**src/logic/spsu_pkg.sv**
```systemverilog
// Purpose: Shared constants for the signal label and unequipped supervision block
// Assumes: Byte-wide container stream, overhead at fixed frame positions
// Notes:   Trace check helper lives here so both ends of the design agree
package spsu_pkg;

  // Overhead byte positions inside one container frame
  localparam int unsigned POS_TRACE  = 0;
  localparam int unsigned POS_PARITY = 1;
  localparam int unsigned POS_LABEL  = 2;
  localparam int unsigned POS_STATUS = 3;
  localparam int unsigned POS_OPER   = 4;

  // Label codes
  localparam logic [7:0] LABEL_IDLE_UNEQUIPPED_CONTAINER    = 8'h00;
  localparam logic [7:0] LABEL_NONSPEC = 8'h01;
  localparam logic [7:0] LABEL_AIS     = 8'hff;

  // Trace string layout and check polynomial x^7 + x^3 + 1
  localparam int unsigned TRACE_LEN = 16;
  localparam logic [7:0]  TRACE_HDR = 8'h80;
  localparam logic [6:0]  CRC7_POLY = 7'h09;

  // Output modes of the matrix port
  localparam logic [1:0] MODE_TRAFFIC    = 2'h0;
  localparam logic [1:0] MODE_IDLE       = 2'h1;
  localparam logic [1:0] MODE_SUP_INLINE = 2'h2;
  localparam logic [1:0] MODE_SUP_GROUP  = 2'h3;

  // Register map (word index on the plain port)
  localparam logic [5:0] ADDR_CTRL   = 6'h00;
  localparam logic [5:0] ADDR_STATUS = 6'h01;
  localparam logic [5:0] ADDR_TRACE  = 6'h10;

  // Control fields and reset value
  localparam int unsigned CTRL_MODE_LSB = 0;
  localparam int unsigned CTRL_EXP_LSB  = 8;
  localparam int unsigned CTRL_SUPK_BIT = 16;
  localparam logic [31:0] CTRL_RESET    = 32'h0000_0101;

  // Frames a label must repeat before it is accepted
  localparam int unsigned ACCEPT_FRAMES = 5;

  // Status byte layout: remote error count high nibble, remote defect bit 3
  localparam int unsigned STAT_RDI_BIT = 3;

  // One byte of the trace check, first bit is most significant
  function automatic logic [6:0] crc7_byte(input logic [6:0] crc_in, input logic [7:0] data);
    logic [6:0] c;
    logic       fb;
    c = crc_in;
    for (int i = 7; i >= 0; i--) begin
      fb = c[6] ^ data[i];
      c  = {c[5:0], 1'b0} ^ (fb ? CRC7_POLY : 7'h00);
    end
    return c;
  endfunction

endpackage

```
**src/logic/spsu_trace_mem.sv**
```systemverilog
// Purpose: Trace string store, one write port, two registered read ports
// Assumes: Synchronous active-low reset clears contents to zero
// Notes:   Port a feeds the transmitter, port b the background check scan
`timescale 1ns/100ps
`default_nettype none
module spsu_trace_mem #(
  parameter int unsigned WIDTH = 8,
  parameter int unsigned DEPTH = 16,
  parameter int unsigned AW    = 4
) (
  // Clock and reset
  input  wire logic             ref_clk,
  input  wire logic             resetn,
  // Write port
  input  wire logic             wr_en,
  input  wire logic [AW-1:0]    wr_addr,
  input  wire logic [WIDTH-1:0] wr_data,
  // Read ports
  input  wire logic [AW-1:0]    rd_addr_a,
  output logic      [WIDTH-1:0] rd_data_a,
  input  wire logic [AW-1:0]    rd_addr_b,
  output logic      [WIDTH-1:0] rd_data_b
);

  logic [WIDTH-1:0] mem [DEPTH];

  // Contents cleared at reset so an unprovisioned trace is all zero
  always_ff @(posedge ref_clk) begin
    if (!resetn) begin
      for (int i = 0; i < DEPTH; i++) begin
        mem[i] <= '0;
      end
      rd_data_a <= '0;
      rd_data_b <= '0;
    end else begin
      if (wr_en) begin
        mem[wr_addr] <= wr_data;
      end
      rd_data_a <= mem[rd_addr_a];
      rd_data_b <= mem[rd_addr_b];
    end
  end

endmodule
`default_nettype wire

```
**src/logic/spsu_label_sup.sv**
```systemverilog
// Purpose: Idle/supervisory container source and label supervision sink
// Assumes: Byte stream, traffic input aligned to the local frame counter
// Notes:   Sink flags are refreshed once per received frame
//
// Functional notes
// - Idle container: zero label, trace, operator byte; correct parity.
// - Supervisory container: valid trace, zero label and operator, parity, remote fields.
// - Supervisory container received is classified unequipped like plain idle.
// - While unequipped, suppress trace mismatch and remote defect causes.
// - While unequipped, ignore received remote defect/error for far-end monitoring.
// - Detect disconnection by accepted label equal to code zero.
// - Code zero reports unequipped, never label mismatch.
// - Unconnected matrix output continuously sends idle unequipped container.
// - Absent terminations: virtual outputs carry unequipped containers.
// - In-line option: idle output replaced by supervisory container.
// - Resource-group option: output fed from supervisory source input; here built internally, same as in-line.
// - Compare accepted label with provisioned expected label.
// - Accepted code one matches any expected equipped label.
// - Label evaluated for alarm indication (all ones).
// - Idle link availability from pointer loss and alarm indication.
// - Trace: header MSB one with 7-bit check, 15 bytes MSB zero.
// - Check is remainder of trace times x^7 over x^7+x^3+1.
// - Alarm indication is an all-ones replacement signal.
`timescale 1ns/100ps
`default_nettype none
module spsu_label_sup #(
  parameter int unsigned FRAME_LEN = 16,
  parameter int unsigned ACCEPT_N  = spsu_pkg::ACCEPT_FRAMES
) (
  // Clock and reset
  input  wire logic        ref_clk,
  input  wire logic        resetn,
  // Register port
  input  wire logic [5:0]  reg_addr,
  input  wire logic [31:0] reg_wdata,
  input  wire logic        reg_wr,
  input  wire logic        reg_rd,
  output logic      [31:0] reg_rdata,
  // Transmit side of the matrix output
  input  wire logic [7:0]  trf_byte,
  output logic      [7:0]  tx_byte,
  output logic             tx_frame_start,
  // Receive side
  input  wire logic [7:0]  rx_byte,
  input  wire logic        rx_valid,
  input  wire logic        rx_frame_start,
  input  wire logic        pointer_loss_condition,
  input  wire logic        trace_mismatch_raw,
  // Supervision status
  output logic      [7:0]  accepted_label,
  output logic             unequipped_defect,
  output logic             label_mismatch,
  output logic             ais_detect,
  output logic             trace_mismatch_cause,
  output logic             remote_defect_cause,
  output logic      [3:0]  fe_error_count,
  output logic             fe_count_valid,
  output logic             link_available,
  output logic             sup_link_fault
);

  localparam int unsigned PW = $clog2(FRAME_LEN);
  localparam logic [PW-1:0] POS_LAST = PW'(FRAME_LEN - 1);
  localparam int unsigned CW = $clog2(ACCEPT_N + 1);

  // Control register and trace store
  logic [31:0] ctrl;
  logic [31:0] next_ctrl;
  logic [31:0] next_reg_rdata;
  logic [1:0]  mode;
  logic [7:0]  expected_label;
  logic        sup_sink_en;
  logic        mem_wr;
  logic [7:0]  mem_data_a;
  logic [7:0]  mem_data_b;

  assign mode           = ctrl[spsu_pkg::CTRL_MODE_LSB +: 2];
  assign expected_label = ctrl[spsu_pkg::CTRL_EXP_LSB +: 8];
  assign sup_sink_en    = ctrl[spsu_pkg::CTRL_SUPK_BIT];
  assign mem_wr         = reg_wr && (reg_addr[5:4] == spsu_pkg::ADDR_TRACE[5:4]);

  // Transmit state
  logic [PW-1:0] tx_pos;
  logic [PW-1:0] next_tx_pos;
  logic [3:0]    tx_trace_idx;
  logic [3:0]    next_tx_trace_idx;
  logic [7:0]    tx_bip_acc;
  logic [7:0]    next_tx_bip_acc;
  logic [7:0]    tx_bip;
  logic [7:0]    next_tx_bip;
  logic [7:0]    next_tx_byte;
  logic          next_tx_frame_start;

  // Background trace check scan
  logic [3:0]    scan_idx;
  logic [3:0]    scan_prev;
  logic [6:0]    scan_crc;
  logic [6:0]    next_scan_crc;
  logic [6:0]    trace_crc;
  logic [6:0]    next_trace_crc;

  // Receive state
  logic [PW-1:0] rx_pos;
  logic [PW-1:0] next_rx_pos;
  logic [PW-1:0] rx_pos_now;
  logic [7:0]    rx_bip_acc;
  logic [7:0]    next_rx_bip_acc;
  logic [7:0]    rx_bip_prev;
  logic [7:0]    next_rx_bip_prev;
  logic [3:0]    local_err;
  logic [3:0]    next_local_err;
  logic [7:0]    cand_label;
  logic [7:0]    next_cand_label;
  logic [CW-1:0] cand_cnt;
  logic [CW-1:0] next_cand_cnt;
  logic [7:0]    next_accepted_label;
  logic          next_unequipped_defect;
  logic          next_label_mismatch;
  logic          next_ais_detect;
  logic          next_trace_mismatch_cause;
  logic          next_remote_defect_cause;
  logic [3:0]    next_fe_error_count;
  logic          next_fe_count_valid;
  logic          next_link_available;
  logic          next_sup_link_fault;

  spsu_trace_mem #(
    .WIDTH (8),
    .DEPTH (spsu_pkg::TRACE_LEN),
    .AW    (4)
  ) u_trace_mem (
    .ref_clk   (ref_clk),
    .resetn    (resetn),
    .wr_en     (mem_wr),
    .wr_addr   (reg_addr[3:0]),
    .wr_data   (reg_wdata[7:0]),
    .rd_addr_a (next_tx_trace_idx),
    .rd_data_a (mem_data_a),
    .rd_addr_b (scan_idx),
    .rd_data_b (mem_data_b)
  );

  // Register decode; trace bytes are write-only and read back zero
  always_comb begin
    next_ctrl      = ctrl;
    next_reg_rdata = 32'h0000_0000;
    if (reg_wr && reg_addr == spsu_pkg::ADDR_CTRL) begin
      next_ctrl = reg_wdata;
    end
    if (reg_rd) begin
      case (reg_addr)
        spsu_pkg::ADDR_CTRL:   next_reg_rdata = ctrl;
        spsu_pkg::ADDR_STATUS: next_reg_rdata = {1'b0, trace_crc, accepted_label, 8'h00,
                                                 sup_link_fault, link_available, remote_defect_cause,
                                                 trace_mismatch_cause, ais_detect, label_mismatch,
                                                 unequipped_defect, fe_count_valid};
        default:               next_reg_rdata = 32'h0000_0000;
      endcase
    end
  end

  always_ff @(posedge ref_clk) begin
    if (!resetn) begin
      ctrl      <= spsu_pkg::CTRL_RESET;
      reg_rdata <= 32'h0000_0000;
    end else begin
      ctrl      <= next_ctrl;
      reg_rdata <= next_reg_rdata;
    end
  end

  // Trace check scan, header taken with check bits zero
  always_comb begin
    logic [7:0] b;
    logic [6:0] seed;
    b              = (scan_prev == 4'h0) ? spsu_pkg::TRACE_HDR : {1'b0, mem_data_b[6:0]};
    seed           = (scan_prev == 4'h0) ? 7'h00 : scan_crc;
    next_scan_crc  = spsu_pkg::crc7_byte(seed, b);
    next_trace_crc = (scan_prev == 4'hf) ? next_scan_crc : trace_crc;
  end

  always_ff @(posedge ref_clk) begin
    if (!resetn) begin
      scan_idx  <= 4'h0;
      scan_prev <= 4'h0;
      scan_crc  <= 7'h00;
      trace_crc <= 7'h00;
    end else begin
      scan_idx  <= scan_idx + 4'h1;
      scan_prev <= scan_idx;
      scan_crc  <= next_scan_crc;
      trace_crc <= next_trace_crc;
    end
  end

  // Transmit byte builder; non-traffic modes replace the matrix output
  always_comb begin
    logic sup;
    logic [7:0] out_b;
    sup   = (mode == spsu_pkg::MODE_SUP_INLINE) || (mode == spsu_pkg::MODE_SUP_GROUP);
    out_b = 8'h00;
    if (mode == spsu_pkg::MODE_TRAFFIC) begin
      out_b = trf_byte;
    end else begin
      case (tx_pos)
        PW'(spsu_pkg::POS_TRACE): begin
          if (sup) begin
            out_b = (tx_trace_idx == 4'h0) ? {1'b1, trace_crc} : {1'b0, mem_data_a[6:0]};
          end else begin
            out_b = 8'h00;
          end
        end
        PW'(spsu_pkg::POS_PARITY): out_b = tx_bip;
        PW'(spsu_pkg::POS_LABEL):  out_b = spsu_pkg::LABEL_IDLE_UNEQUIPPED_CONTAINER;
        PW'(spsu_pkg::POS_STATUS): out_b = sup ? {local_err, ais_detect | pointer_loss_condition, 3'b000}
                                              : 8'h00;
        PW'(spsu_pkg::POS_OPER):   out_b = 8'h00;
        default:                   out_b = 8'h00;
      endcase
    end
    next_tx_byte        = out_b;
    next_tx_frame_start = (tx_pos == '0);
    next_tx_pos         = (tx_pos == POS_LAST) ? '0 : tx_pos + PW'(1);
    next_tx_trace_idx   = (tx_pos == POS_LAST) ? tx_trace_idx + 4'h1 : tx_trace_idx;
    next_tx_bip_acc     = (tx_pos == POS_LAST) ? 8'h00 : tx_bip_acc ^ out_b;
    next_tx_bip         = (tx_pos == POS_LAST) ? tx_bip_acc ^ out_b : tx_bip;
  end

  always_ff @(posedge ref_clk) begin
    if (!resetn) begin
      tx_pos         <= '0;
      tx_trace_idx   <= 4'h0;
      tx_bip_acc     <= 8'h00;
      tx_bip         <= 8'h00;
      tx_byte        <= 8'h00;
      tx_frame_start <= 1'b0;
    end else begin
      tx_pos         <= next_tx_pos;
      tx_trace_idx   <= next_tx_trace_idx;
      tx_bip_acc     <= next_tx_bip_acc;
      tx_bip         <= next_tx_bip;
      tx_byte        <= next_tx_byte;
      tx_frame_start <= next_tx_frame_start;
    end
  end

  // Receive supervision, flags refreshed at each frame start, remote defect and far-end count at the status byte
  assign rx_pos_now = rx_frame_start ? '0 : rx_pos + PW'(1);

  always_comb begin
    logic idle_unequipped_container;
    logic mism;
    logic ais;
    next_rx_pos               = rx_pos;
    next_rx_bip_acc           = rx_bip_acc;
    next_rx_bip_prev          = rx_bip_prev;
    next_local_err            = local_err;
    next_cand_label           = cand_label;
    next_cand_cnt             = cand_cnt;
    next_accepted_label       = accepted_label;
    next_unequipped_defect    = unequipped_defect;
    next_label_mismatch       = label_mismatch;
    next_ais_detect           = ais_detect;
    next_trace_mismatch_cause = trace_mismatch_cause;
    next_remote_defect_cause  = remote_defect_cause;
    next_fe_error_count       = fe_error_count;
    next_fe_count_valid       = 1'b0;
    next_link_available       = link_available;
    next_sup_link_fault       = sup_link_fault;
    idle_unequipped_container = (accepted_label == spsu_pkg::LABEL_IDLE_UNEQUIPPED_CONTAINER);
    ais  = (accepted_label == spsu_pkg::LABEL_AIS);
    mism = !idle_unequipped_container && (accepted_label != expected_label)
           && (accepted_label != spsu_pkg::LABEL_NONSPEC);
    if (rx_valid) begin
      next_rx_pos = (rx_pos_now == POS_LAST) ? POS_LAST : rx_pos_now;
      if (rx_frame_start) begin
        next_rx_bip_acc           = rx_byte;
        next_rx_bip_prev          = rx_bip_acc;
        next_unequipped_defect    = idle_unequipped_container;
        next_label_mismatch       = mism;
        next_ais_detect           = ais;
        next_trace_mismatch_cause = trace_mismatch_raw && !idle_unequipped_container;
        next_link_available       = !pointer_loss_condition && !ais;
        next_sup_link_fault       = sup_sink_en && (!idle_unequipped_container || ais || pointer_loss_condition
                                                    || trace_mismatch_raw);
      end else begin
        next_rx_bip_acc = rx_bip_acc ^ rx_byte;
      end
      case (rx_pos_now)
        PW'(spsu_pkg::POS_PARITY): begin
          next_local_err = 4'($countones(rx_byte ^ rx_bip_prev));
        end
        PW'(spsu_pkg::POS_LABEL): begin
          if (rx_byte == cand_label) begin
            if (cand_cnt < CW'(ACCEPT_N)) begin
              next_cand_cnt = cand_cnt + CW'(1);
            end
            if (cand_cnt >= CW'(ACCEPT_N - 1)) begin
              next_accepted_label = rx_byte;
            end
          end else begin
            next_cand_label = rx_byte;
            next_cand_cnt   = CW'(1);
          end
        end
        PW'(spsu_pkg::POS_STATUS): begin
          next_remote_defect_cause = rx_byte[spsu_pkg::STAT_RDI_BIT] && !idle_unequipped_container;
          next_fe_error_count      = idle_unequipped_container ? 4'h0 : rx_byte[7:4];
          next_fe_count_valid      = !idle_unequipped_container;
        end
        default: begin
          next_local_err = local_err;
        end
      endcase
    end
  end

  always_ff @(posedge ref_clk) begin
    if (!resetn) begin
      rx_pos               <= POS_LAST;
      rx_bip_acc           <= 8'h00;
      rx_bip_prev          <= 8'h00;
      local_err            <= 4'h0;
      cand_label           <= 8'h00;
      cand_cnt             <= '0;
      accepted_label       <= 8'h00;
      unequipped_defect    <= 1'b0;
      label_mismatch       <= 1'b0;
      ais_detect           <= 1'b0;
      trace_mismatch_cause <= 1'b0;
      remote_defect_cause  <= 1'b0;
      fe_error_count       <= 4'h0;
      fe_count_valid       <= 1'b0;
      link_available       <= 1'b0;
      sup_link_fault       <= 1'b0;
    end else begin
      rx_pos               <= next_rx_pos;
      rx_bip_acc           <= next_rx_bip_acc;
      rx_bip_prev          <= next_rx_bip_prev;
      local_err            <= next_local_err;
      cand_label           <= next_cand_label;
      cand_cnt             <= next_cand_cnt;
      accepted_label       <= next_accepted_label;
      unequipped_defect    <= next_unequipped_defect;
      label_mismatch       <= next_label_mismatch;
      ais_detect           <= next_ais_detect;
      trace_mismatch_cause <= next_trace_mismatch_cause;
      remote_defect_cause  <= next_remote_defect_cause;
      fe_error_count       <= next_fe_error_count;
      fe_count_valid       <= next_fe_count_valid;
      link_available       <= next_link_available;
      sup_link_fault       <= next_sup_link_fault;
    end
  end

endmodule
`default_nettype wire

```
**config.mk**
```make
export PLATFORM = sky130hd
export DESIGN_NAME = spsu_label_sup
export DESIGN_NICKNAME = d
export VERILOG_FILES = /design/src/logic/spsu_pkg.sv /design/src/logic/spsu_trace_mem.sv /design/src/logic/spsu_label_sup.sv
export SDC_FILE = /design/constraint.sdc
export NUM_CORES = 1
export LEC_CHECK = 0
export ABC_AREA = 1
export BUFFER_PORTS_ARGS = -buffer_cell sky130_fd_sc_hd__buf_2
export CAP_MARGIN = 5
export CORE_ASPECT_RATIO = 0.5
export CORE_MARGIN = 2
export CORE_UTILIZATION = 45
export DETAILED_ROUTE_END_ITERATION = 8
export HOLD_SLACK_MARGIN = 0.12
export PLACE_DENSITY = 0.68
export SYNTH_ARGS = -nofsm -noshare
export SYNTH_HDL_FRONTEND = slang
export SYNTH_SLANG_ARGS = --single-unit
```
**constraint.sdc**
```tcl
create_clock -name ref_clk -period 4.5 [get_ports ref_clk]
set_clock_uncertainty 0.1 [all_clocks]
set_input_delay 0.225 -clock ref_clk [delete_from_list [all_inputs] [get_ports ref_clk]]
set_output_delay 0.225 -clock ref_clk [all_outputs]
set_load 0.02 [all_outputs]
```
==> run_results.csv <==
group,metric,value,unit
clock_network,root_buffer,"clkbuf_16",
critical_path,worstPathRequired,4.89,ns
global_routing,grt_util_met3,3.90,%
job,drv_cap,0,
layout,multi_input_area,5730,um^2
layout,drive_gt1_share,11.0,%
synth,synth-edff-count,112,
timing,worst_pin_slew,1.10,ns
critical_path,worstSetupPathType,"input port to register",
power,p_leak,6.87,nW
synth,synth_top_area_share,27.0,%
worst_hold_path,min_from,"reg_addr[1]",
timing,fin_crit,3.32,ns
synth,ys_warn_count,0,
global_routing,met2_usage,36.0,%
critical_path,end_kind,"register",
clock_network,cts_setup_buffers,0,
critical_path,worstRegToRegCells,9,
clock_network,cts_buffer_depth,3,
routing,drc,0,
timing,setup_violations,0,
floorplan,core,30400,um^2
timing,rsz0062_at_grt,"no",
routing,vias_per_cell,5.26,
critical_path,crit_fanout,7,
layout,final_nets,1943,
synth,yosys.area.top_type,"dfxtp_1",
routing,wl,36900,um
synth,syn_area,13900,um^2
critical_path,r2r-end,"local_err[1]",
global_routing,use_met1,30.8,%
routing,vias,12000,
synth,synth_area_leaders,"dfxtp_1 (27%), edfxtp_1 (24%), nand2_1 (9.2%)",
routing,drt_iter0_drc,1199,
routing,routedWlPerCell,16.1,um
floorplan,die_area,32500,um^2
global_routing,antenna_found_initial,0,
critical_path,r2r-start,"rx_bip_prev[3]",
synth,synth-main-ff-cell,"dfxtp_1",
clock_network,cts_sinks,300,
clock_network,cts.repair.resized,0,
power,power,6.18,mW
timing,hold_viol_final,0,
layout,syn_to_final_growth,16.1,%
layout,layout_common_cells,"nand2_1 (341), nor2_1 (257), dfxtp_1 (188), inv_1 (160)",
synth,synth_seq_cells,300,
layout,layout_commonest_cell,"nand2_1",
placement,port_buffers,122,
clock_network,cts_made_buffers,29,
floorplan,num_rows,45,
global_routing,grt-busiest-layer,"met2",
timing,drv_slew,0,
timing,fin_crit_sh,73.9,%
worst_hold_path,hold_class,"input port to register",
synth,syn_area_per_cell,7.96,um^2
clock_network,cts_tree,"yes",
timing,maxSlewHeadroom,26.8,%
synth,yosysSeqAreaShare,51.2,%
clock_network,htreeDepth,1,
floorplan,ios,123,
critical_path,cp-start-kind,"input port",
placement,place.gp.congestion,0.894,
power,ir_drop,259,uV
worst_hold_path,hold_end,"reg_rdata[8]",
timing,fmax,0.301,GHz
synth,netlist_instances,1749,
floorplan,die_x,253,um
timing,tns,0,ns
synth,async_reset_ff_share,0,%
global_routing,grt_first_pass_wirelength,58000,um
clock_network,clk_latency,0.56,ns
routing,dr.pass1.iters,6,
placement,hpwl,24100,um
power,powerDensity,382,nW/um^2
global_routing,track_usage,22.4,%
synth,synth_nets,1827,
synth,ys_types,43,
routing,antenna_left,0,
run_status,run_status,"complete, no violations",
floorplan,die_height,128,um
global_routing,grt_pass1_vias,10900,
critical_path,reg2reg_slack,1.27,ns
global_routing,grt_max_degree,98,
layout,fillers,2799,
layout,seq_area,7130,um^2
floorplan,start_util,45.8,%
critical_path,cp.arrival,3.71,ns
clock_network,cts.clk_slew.worst_paths,0.06,ns
global_routing,grt-ovfl-total,0,
worst_hold_path,holdPathStages,7,
[synth_stat cells, types with 10 or more instances]
master / number
edfxtp_1: 112
inv_1: 160
dfxtp_1: 188
nand2_1: 341
nor2_1: 258
o21ai_1: 10
buf_2: 20
o211ai_1: 30
xor2_1: 12
nand3_1: 139
xnor2_1: 25
ha_1: 12
o21ai_0: 143
a21oi_1: 143
clkbuf_1: 59
[how the worst max path moves through the flow]
stage                    start            to  slack, ns  depth (start not counted)
finish              rx_byte[3]  local_err[1]       1.18                         11
global route        rx_byte[3]  local_err[2]       1.04                         12
CTS                 rx_byte[3]  local_err[1]       1.19                         11
detailed placement  rx_byte[3]  local_err[1]       1.15                         10
global placement    rx_byte[3]  local_err[1]       1.17                         10
floorplan           rx_byte[3]  local_err[1]       1.30                         10
[flip-flops by register name, indices dropped and copies added (netlist names), 3 cells and up]
register	count
ctrl	32
rx_bip_acc	8
tx_bip_acc	8
scan_idx	4
accepted_label	8
u_trace_mem.rd_data_b	7
scan_prev	4
tx_byte	8
cand_label	8
tx_pos	4
rx_bip_prev	8
u_trace_mem.rd_data_a	7
scan_crc	7
cand_cnt	3
u_trace_mem.mem	112
fe_error_count	4
reg_rdata	32
rx_pos	4
tx_bip	8
local_err	4
trace_crc	7
tx_trace_idx	4
[cell type report]
class                           count  area share, %
Clock buffer                       36           4.96
Tap cell                          399           3.09
Inverter                          172           3.99
Clock inverter                     16           1.26
Sequential cell                   300           44.1
Multi-Input combinational cell   1183           35.4
Antenna cell                        2         0.0310
Timing Repair Buffer              179           7.14
[cell families (layout without fill, tap and decap cells)]
logic type | Yosys count | in the layout | synth area share, %
flops | 300 | 300 | 51.2
simple gates | 775 | 775 | 23.1
buf+inv | 266 | 403 | 7.70
xor+xnor | 37 | 37 | 2.33
fa+ha+maj | 16 | 16 | 1.65
other cells | 0 | 2 | 0
compound gates | 355 | 355 | 14.0
[power by group]
group | switching (mW) | internal [mW]
Combinational | 0.378 | 0.223
Sequential | 0.0608 | 2.92
Clock | 1.06 | 1.54
Total | 1.50 | 4.68
[worst max-delay path: stages]
cell	delay, ns
dlygate4sd3_1	0.53
buf_2	0.18
xor2_1	0.19
fa_1	0.58
fa_1	0.43
fa_1	0.50
ha_1	0.16
inv_1	0.06
fa_1	0.46
or2_2	0.29
a21oi_1	0.12
[repair_timing]
action	in CTS	in global routing
endpoints found under the hold margin	95	0
setup endpoints to repair	0	0
hold buffers	46	0
[through the flow]
step	std cells	cell area (um^2)	util [%]	setup slack (ns)	hold slack (ns)
global placement	2187	14700	48.3	1.17	0.323
detailed placement	2187	14700	48.3	1.15	0.331
CTS	2285	16200	53.2	1.19	0.196
global route	2285	16200	53.2	1.04	0.253
floorplan	1749	13900	-	1.30	0.251
finish	2287	16200	53.2	1.18	0.218
[layer usage]
| metal | part of all wire, % | vias to the layer above |
|---|---|---|
| met5 | 0 | - |
| met4 | 3.0 | 0 |
| met3 | 6.5 | 78 |
| met2 | 45 | 398 |
| li1 | - | 5996 |
| met1 | 46 | 5562 |
No activity file was read; power rests on OpenSTA's default activity.
